==> src/radio_ctrl_pkg.sv <==
package radio_ctrl_pkg;

	localparam logic [7:0] ADDR_PIN_VALUE   = 8'h33;
	localparam logic [7:0] ADDR_PIN_DIR     = 8'h34;
	localparam logic [7:0] ADDR_SLEEP_WAKE  = 8'h35;
	localparam logic [7:0] ADDR_RF_MODE     = 8'h36;
	localparam logic [7:0] ADDR_SECURITY    = 8'h37;

	localparam int PIN_COUNT = 6;

	// field positions
	localparam int SLEEP_REQ_BIT  = 7;
	localparam int RF_WAKE_HI_LSB = 3;
	localparam int RF_RESET_BIT   = 2;
	localparam int RF_TX_BIT      = 1;
	localparam int RF_RX_BIT      = 0;
	localparam int SEC_DEC_BIT    = 7;
	localparam int SEC_ENC_BIT    = 6;
	localparam int SLOT2_LSB      = 3;
	localparam int SLOT1_LSB      = 0;

	localparam logic [8:0] WAKE_COUNT_RESET = 9'h000;
	localparam logic [8:0] WAKE_COUNT_ADVISED = 9'h05F;

	typedef enum logic [2:0] {
		SUITE_NONE        = 3'h0,
		SUITE_CTR         = 3'h1,
		SUITE_CCM_128     = 3'h2,
		SUITE_CCM_64      = 3'h3,
		SUITE_CCM_32      = 3'h4,
		SUITE_CBC_MAC_128 = 3'h5,
		SUITE_CBC_MAC_64  = 3'h6,
		SUITE_CBC_MAC_32  = 3'h7
	} suite_t;

	typedef struct packed {
		logic [7:0] addr;
		logic [7:0] wdata;
		logic       wr;
		logic       rd;
	} bus_req_t;

	typedef struct packed {
		logic       rfFsmReset;
		logic       forceTxState;
		logic       forceRxState;
	} rf_mode_t;

	typedef struct packed {
		suite_t     slot2;
		suite_t     slot1;
	} suites_t;

endpackage

==> src/radio_ctrl_regs.sv <==
// The plain strobed port is this design's own decision.
`timescale 1ns/1ps
module radio_ctrl_regs
(
	input  wire logic                                 core_clk,
	input  wire logic                                 rst,
	input  wire logic [7:0]                           regAddr,
	input  wire logic [7:0]                           regWdata,
	input  wire logic                                 regWrite,
	input  wire logic                                 regRead,
	output logic      [7:0]                           regRdata,
	input  wire logic [radio_ctrl_pkg::PIN_COUNT-1:0] pinIn,
	output logic      [radio_ctrl_pkg::PIN_COUNT-1:0] pinOut,
	output logic      [radio_ctrl_pkg::PIN_COUNT-1:0] pinOe,
	output logic                                      sleepRequest,
	output logic      [8:0]                           oscStartupCount,
	output logic                                      rfFsmReset,
	output logic                                      forceTxState,
	output logic                                      forceRxState,
	output logic                                      decryptStart,
	output logic                                      encryptStart,
	input  wire logic                                 decryptDone,
	input  wire logic                                 encryptDone,
	output logic                                      decryptBusy,
	output logic                                      encryptBusy,
	output radio_ctrl_pkg::suites_t                   suiteSelect
);
	localparam int PW = radio_ctrl_pkg::PIN_COUNT;

	radio_ctrl_pkg::bus_req_t  req;
	radio_ctrl_pkg::rf_mode_t  rfMode_reg;
	radio_ctrl_pkg::suites_t   suites_reg;
	logic [PW-1:0]             pinSync;
	logic [PW-1:0]             pinValue_reg;
	logic [PW-1:0]             pinDir_reg;
	logic [8:0]                wakeCount_reg;
	logic                      decBusy_reg;
	logic                      encBusy_reg;
	logic [7:0]                readMux;
	logic                      wrPinValue;
	logic                      wrPinDir;
	logic                      wrSleep;
	logic                      wrRfMode;
	logic                      wrSecurity;
	logic [PW-1:0]             pinReadback;
	logic                      hitPinValue;
	logic                      hitPinDir;
	logic                      hitSleep;
	logic                      hitRfMode;
	logic                      hitSecurity;
	logic [7:0]                rdPinValue;
	logic [7:0]                rdPinDir;
	logic [7:0]                rdSleep;
	logic [7:0]                rdRfMode;
	logic [7:0]                rdSecurity;
	logic                      decStartHit;
	logic                      encStartHit;
	radio_ctrl_pkg::suites_t   suites_next;

	assign req = '{addr: regAddr, wdata: regWdata, wr: regWrite, rd: regRead};

	pin_sync u_pin_sync
	(
		.core_clk (core_clk),
		.rst      (rst),
		.pinAsync (pinIn),
		.pinSync  (pinSync)
	);

	// one address decode shared by the write strobes and the read mux
	assign hitPinValue = (req.addr == radio_ctrl_pkg::ADDR_PIN_VALUE);
	assign hitPinDir   = (req.addr == radio_ctrl_pkg::ADDR_PIN_DIR);
	assign hitSleep    = (req.addr == radio_ctrl_pkg::ADDR_SLEEP_WAKE);
	assign hitRfMode   = (req.addr == radio_ctrl_pkg::ADDR_RF_MODE);
	assign hitSecurity = (req.addr == radio_ctrl_pkg::ADDR_SECURITY);

	assign wrPinValue = req.wr && hitPinValue;
	assign wrPinDir   = req.wr && hitPinDir;
	assign wrSleep    = req.wr && hitSleep;
	assign wrRfMode   = req.wr && hitRfMode;
	assign wrSecurity = req.wr && hitSecurity;

	// per pin: outputs read back their latch, inputs the synchronised level
	genvar gi;
	generate
		for (gi = 0; gi < PW; gi++)
		begin : g_pin
			assign pinReadback[gi] = pinDir_reg[gi] ? pinValue_reg[gi] : pinSync[gi];
		end
	endgenerate

	assign rdPinValue = {2'h0, pinReadback};
	assign rdPinDir   = {2'h0, pinDir_reg};
	// sleep request reads zero: it never stays set
	assign rdSleep    = {1'b0, wakeCount_reg[6:0]};
	assign rdRfMode   = {3'h0, wakeCount_reg[8:7], rfMode_reg};
	assign rdSecurity = {decBusy_reg, encBusy_reg, suites_reg};

	// unmapped addresses read as zero
	assign readMux = hitPinValue ? rdPinValue :
		hitPinDir ? rdPinDir :
		hitSleep ? rdSleep :
		hitRfMode ? rdRfMode :
		hitSecurity ? rdSecurity :
		8'h00;

	always_ff @(posedge core_clk)
	begin
		if (rst)
			regRdata <= 8'h00;
		else if (req.rd)
			regRdata <= readMux;
		else
			regRdata <= 8'h00;
	end

	always_ff @(posedge core_clk)
	begin
		if (rst)
		begin
			pinValue_reg <= '0;
			pinDir_reg   <= '0;
		end
		else
		begin
			if (wrPinValue)
				pinValue_reg <= req.wdata[PW-1:0];
			if (wrPinDir)
				pinDir_reg <= req.wdata[PW-1:0];
		end
	end

	always_ff @(posedge core_clk)
	begin
		if (rst)
		begin
			pinOut <= '0;
			pinOe  <= '0;
		end
		else
		begin
			pinOut <= wrPinValue ? req.wdata[PW-1:0] : pinValue_reg;
			pinOe  <= wrPinDir ? req.wdata[PW-1:0] : pinDir_reg;
		end
	end

	always_ff @(posedge core_clk)
	begin
		if (rst)
			wakeCount_reg <= radio_ctrl_pkg::WAKE_COUNT_RESET;
		else
		begin
			if (wrSleep)
				wakeCount_reg[6:0] <= req.wdata[6:0];
			if (wrRfMode)
				wakeCount_reg[8:7] <= req.wdata[radio_ctrl_pkg::RF_WAKE_HI_LSB +: 2];
		end
	end

	always_ff @(posedge core_clk)
	begin
		if (rst)
			rfMode_reg <= '0;
		else if (wrRfMode)
		begin
			rfMode_reg.rfFsmReset   <= req.wdata[radio_ctrl_pkg::RF_RESET_BIT];
			rfMode_reg.forceTxState <= req.wdata[radio_ctrl_pkg::RF_TX_BIT];
			rfMode_reg.forceRxState <= req.wdata[radio_ctrl_pkg::RF_RX_BIT];
		end
	end

	assign decStartHit = wrSecurity && req.wdata[radio_ctrl_pkg::SEC_DEC_BIT];
	assign encStartHit = wrSecurity && req.wdata[radio_ctrl_pkg::SEC_ENC_BIT];

	// busy flags: a new start in the done cycle wins, so no start is lost
	always_ff @(posedge core_clk)
	begin
		if (rst)
		begin
			decBusy_reg <= 1'b0;
			encBusy_reg <= 1'b0;
		end
		else
		begin
			if (decStartHit)
				decBusy_reg <= 1'b1;
			else if (decryptDone)
				decBusy_reg <= 1'b0;
			if (encStartHit)
				encBusy_reg <= 1'b1;
			else if (encryptDone)
				encBusy_reg <= 1'b0;
		end
	end

	assign suites_next = {
		radio_ctrl_pkg::suite_t'(req.wdata[radio_ctrl_pkg::SLOT2_LSB +: 3]),
		radio_ctrl_pkg::suite_t'(req.wdata[radio_ctrl_pkg::SLOT1_LSB +: 3])
	};

	always_ff @(posedge core_clk)
	begin
		if (rst)
			suites_reg <= '0;
		else if (wrSecurity)
			suites_reg <= suites_next;
	end

	// one-cycle pulses, so the stored bits are clear again at once
	always_ff @(posedge core_clk)
	begin
		if (rst)
		begin
			sleepRequest <= 1'b0;
			decryptStart <= 1'b0;
			encryptStart <= 1'b0;
		end
		else
		begin
			sleepRequest <= wrSleep && req.wdata[radio_ctrl_pkg::SLEEP_REQ_BIT];
			decryptStart <= decStartHit;
			encryptStart <= encStartHit;
		end
	end

	always_ff @(posedge core_clk)
	begin
		if (rst)
		begin
			oscStartupCount <= radio_ctrl_pkg::WAKE_COUNT_RESET;
			rfFsmReset      <= 1'b0;
			forceTxState    <= 1'b0;
			forceRxState    <= 1'b0;
		end
		else
		begin
			oscStartupCount <= wakeCount_reg;
			rfFsmReset      <= rfMode_reg.rfFsmReset;
			forceTxState    <= rfMode_reg.forceTxState;
			forceRxState    <= rfMode_reg.forceRxState;
		end
	end

	always_ff @(posedge core_clk)
	begin
		if (rst)
		begin
			decryptBusy <= 1'b0;
			encryptBusy <= 1'b0;
			suiteSelect <= '0;
		end
		else
		begin
			decryptBusy <= decBusy_reg;
			encryptBusy <= encBusy_reg;
			suiteSelect <= suites_reg;
		end
	end
endmodule // radio_ctrl_regs

==> src/pin_sync.sv <==
`timescale 1ns/1ps
module pin_sync
(
	input  wire logic                                 core_clk,
	input  wire logic                                 rst,
	input  wire logic [radio_ctrl_pkg::PIN_COUNT-1:0] pinAsync,
	output logic      [radio_ctrl_pkg::PIN_COUNT-1:0] pinSync
);
	logic [radio_ctrl_pkg::PIN_COUNT-1:0] stage1_reg;

	// first stage feeds only the second
	always_ff @(posedge core_clk)
	begin
		if (rst)
		begin
			stage1_reg <= '0;
			pinSync    <= '0;
		end
		else
		begin
			stage1_reg <= pinAsync;
			pinSync    <= stage1_reg;
		end
	end
endmodule // pin_sync

==> config.mk <==
export PLATFORM = sky130hd
export DESIGN_NAME = radio_ctrl_regs
export DESIGN_NICKNAME = d
export VERILOG_FILES = /design/src/radio_ctrl_pkg.sv /design/src/radio_ctrl_regs.sv /design/src/pin_sync.sv
export SDC_FILE = /design/constraint.sdc
export NUM_CORES = 1
export LEC_CHECK = 0
export ABC_AREA = 0
export BUFFER_PORTS_ARGS = -buffer_cell sky130_fd_sc_hd__buf_2
export CORE_MARGIN = 2
export CORE_UTILIZATION = 39
export CTS_CLUSTER_SIZE = 16
export DETAILED_ROUTE_END_ITERATION = 7
export SYNTH_ARGS = -nofsm -noshare
export SYNTH_HDL_FRONTEND = slang
export SYNTH_SLANG_ARGS = --single-unit
==> constraint.sdc <==
create_clock -name core_clk -period 1.5 [get_ports core_clk]
set_input_delay 0.15 -clock core_clk [delete_from_list [all_inputs] [get_ports core_clk]]
set_output_delay 0.15 -clock core_clk [all_outputs]
set_load 0.02 [all_outputs]
# --- Word-level counts from Yosys, hierarchy flattened ---
# Cells that the tools add are included.
totals:
  mem_bits_rw: 0
  latchBits: 0
  in_bits: 28
  regBits: 75
  out_inout_bits: 43
  mem_bits_ro: 0
  mem_count: 0
  elab_cells: 62
classes:
  add_sub_neg: 0
  mul: 0
  n_bitwise: 2
  div: 0
  order_cmp: 0
  n_eq_ne: 5
  shift: 0
  muxes: 15
  n_reduce_logical: 13
ops:
  columns: ["cell", "count"]
  rows:
  - ["== test 8 x 6 -> 1 bit (second input constant)", 5]
  - ["two-way mux 7 bit", 3]
  - ["two-way mux 6 bit", 2]
  - ["two-way mux 1 bit", 10]
  - ["logical AND 1 bit", 8]
  - ["OR reduction 7 bit", 1]
  - ["nonzero test 2 bit", 2]
  - ["OR reduction 4 bit", 1]
  - ["NOT 1 bit", 2]
  - ["OR reduction 2 bit", 1]

# --- Logic depth before layout (Yosys ltp) ---
logic_depth:
  ltp_word: 6
  depth_mapped: 6
  depth_no_buf: 4

# --- By module ---
# A second synthesis with hierarchy kept.
hier_totals:
  hier_cells: 255
  hier_area_um2: 2846.5
by_module_without_submodules:
  columns: ["module", "n_inst", "cells_each", "area_each_um2", "seq_area_each_um2"]
  rows:
  - ["radio_ctrl_regs", 1, 230, 2479.9, 1261.2]
  - ["pin_sync", 1, 25, 366.6, 240.2]

# --- Least setup slack after synthesis ---
# No wires, ideal clock.
synth_path:
  kind: "reg-to-reg"
  startpoint: "register, netlist name pinOe[2]"
  endpoint: "register regRdata[2]"
  required_time_ps: 1380
  path_slack_ps: 321
  arrival_ps: 1060
  path_stages_with_launch: 4
  synth_period_minus_slack_ps: 1179
  cell_sequence: "dfxtp_1 > mux4_2 > a22oi_1 > nor2_1"
synth_rtl:
  columns: ["item", "line", "source"]
  rows:
  - ["end signal: assignment", "radio_ctrl_regs.sv:112", "regRdata <= readMux;"]
  - ["end: declaration", "radio_ctrl_regs.sv:11", "output logic [7:0] regRdata,"]

==> results_dict.tcl <==
set metrics [dict create \
    synth_top_cells_by_area "dfxtp_1, nor2b_1, mux2i_1" \
    clock.fmax_mhz 862 \
    antenna_found_initial 0 \
    drtIter0Drc 90 \
    rr_endpoint "regRdata[2]" \
    slowest_delay_ps 460 \
    area_growth_pct 23.8 \
    grt_remaining_overflow 0 \
    drive_gt1_share_pct 35.2 \
    required_ps 1730 \
    syn_inst 253 \
    wl_per_cell_um 13.6 \
    ys_ff_latch 75 \
    holdPathStages 2 \
    power.density_nw_per_um2 1100 \
    die_h_um 87.4 \
    max_slew_margin_pct 70.3 \
    clk_latency_ps 340 \
    worst_pin_slew_ps 445 \
    seq_area_frac_synth_pct 55.4 \
    stdcell_count 415 \
    fin_skew_ps 7.03 \
    cts_buffer_depth 2 \
    wl_um 5630 \
    grt_pass1_vias 1803 \
    cts_tree "built" \
    io_buffers 70 \
    crit_slowest_cell "mux4_2" \
    reg2regPathDepth 3 \
    htree_levels 3 \
    net-switching-power_mw 0.804 \
    gp_congestion 0.804 \
    drv_slew 0 \
    swShare_pct 21.8 \
    clk_pin_slew_ps 80 \
    path_delay_family "multiplexers" \
    setup-violations-final 0 \
    numCtsBuffers 9 \
    syn_area_um2 2710 \
    ff2ff_setup_slack_ps 340 \
    final_nets 359 \
    die_width_um 87.4 \
    ir_worst_vdd_mv 0.490 \
    worst_setup_path_start_kind "flop" \
    synth_edf_count 0 \
    synth_top_area_share_pct 55.4 \
    min_to "u_pin_sync.stage1_reg[5]" \
    yosys_warnings 0 \
    crit_chain "mux4_2, a22oi_1, nor2_1" \
    detail-route-antenna-nets 0 \
    dp_hpwl_um 4180 \
    timing.final.crit_share_pct 77.3 \
    grt_max_degree 29 \
    row_count 30 \
    async_flop_share_pct 0 \
    post_cts_buffers 0 \
    hold_violations 0 \
    start_util_pct 40.1 \
    cts.sinks 75 \
    p_clk_share_pct 40.8 \
    synth_nets 281 \
    avgSynthCellArea_um2 10.7 \
    die_area_um2 7640 \
    root_buffer "clkbuf_8" \
    p_leak_nw 1.56 \
    route.detailed.drc 0 \
    fin_setup_tns_ps 0 \
    dp_cells 400 \
    intPower_mw 2.88 \
    fin_crit_ps 1160 \
    io_pins 71 \
    hp-start "pinIn[5]" \
    critPathCaptureType "flop" \
    rsz0062_at_grt "no" \
    core_um2 6760 \
    num_vias 2005 \
    crit_fanout 4 \
    seq_power_share_pct 54.6 \
    maxCapViolCount 0 \
    synth.largest_area_cell "dfxtp_1" \
    p_comb_share_pct 4.6 \
    cts_hold_buf 0 \
    cts_resized 0 \
    via_per_inst 4.83 \
    synth_cell_types 39 \
    path_buf_inv 0 \
    cp.arrival_ps 1390 \
    setup.worst_path.class "flop to flop" \
    synth_top_flop_cell "dfxtp_1" \
    first_pass_iters 4 \
    grt_pass1_wl_um 8800 \
    r2r_start "pinOe[2]" \
    hold_class "primary input to flop" \
    grt_util_all_layers_pct 15.5 \
    status "completed" \
    diodes 0 \
]
## power groups by stage
stage	Sequential, mW	Clock, mW	Combinational (mW)
finish	2.01	1.50	0.171
global route	2.01	1.64	0.188
CTS	2.01	1.54	0.173
detailed placement	2.06	0	0.172
global placement	2.06	0	0.172
floorplan	2.06	0	0.0947
## synth_stat cells (3+ instances only)
cell      instances
mux2i_1          12
o21ai_1          15
nand3b_2          4
a22o_1            3
nand3b_1          6
a21oi_1           9
nand2b_1         11
nand2_1          14
buf_2             6
nor2_1            9
o21ai_2           5
nand3_1           4
nor2b_1          29
clkbuf_1          5
a21o_1            6
dfxtp_1          75
mux2_2            4
inv_1             9
## cell type report
class                   count  area [um2]
inverters                   9        33.8
flip-flops and latches     75        1500
fillers                   659        3400
well taps                  80         100
clock inverters             5        53.8
repair buffers             82         440
multi-input cells         154        1090
clock buffers              10         138
## metal layers
layer	global-route usage (%)	wire length (um)
met5	0	0
met4	5.87	75
met3	5.40	356
met2	23.0	2530
met1	20.8	2670
## stage by stage
step	cell area, um2	power (mW)	hold WS, ps	utilization [%]	worst slack, ps
floorplan	2710	2.15	278	-	321
global placement	3170	2.23	357	46.9	90.9
detailed placement	3170	2.23	366	46.9	70.0
CTS	3360	3.72	0.0625	49.7	338
global route	3360	3.83	1.72	49.7	283
finish	3360	3.69	7.10	49.7	340
## worst register-to-register path, stage by stage, from the launching register on
cell and delay (ps):
dfxtp_1 340, mux4_2 460, a22oi_1 190, nor2_1 50
## cells by family (layout without fill, tap and decap cells)
logic type | after synthesis | in the layout | share of synthesized area [%]
mux | 19 | 19 | 7.75
buf+inv | 24 | 106 | 4.43
simple gates | 92 | 92 | 22.6
compound gates | 43 | 43 | 9.82
flops | 75 | 75 | 55.4
## layout by cell type (no fill, tap or decap), drive strengths merged, types with 2 or more instances in the layout
master / Yosys / routed
a22oi: 2 / 2
mux2i: 12 / 12
nor3b: 4 / 4
nand3b: 10 / 10
clkbuf: 5 / 10
inv: 9 / 9
nor2: 9 / 9
a21o: 6 / 6
a22o: 3 / 3
buf: 10 / 82
dfxtp: 75 / 75
nand4: 3 / 3
clkinv: 0 / 4
nor2b: 29 / 29
nand2: 14 / 14
mux2: 6 / 6
o21ai: 22 / 22
a21oi: 9 / 9
nand2b: 11 / 11
nand3: 4 / 4
## worst max path at each step
stage	from	to	cells past startpoint
floorplan	pinOe[2]	regRdata[2]	3
global placement	regAddr[7]	rdSecurity[0]	6
detailed placement	regAddr[7]	rdSecurity[0]	6
CTS	pinOe[2]	regRdata[2]	3
global route	pinOe[2]	regRdata[2]	3
finish	pinOe[2]	regRdata[2]	3
Note: power is estimated with default switching activity, not from simulation.
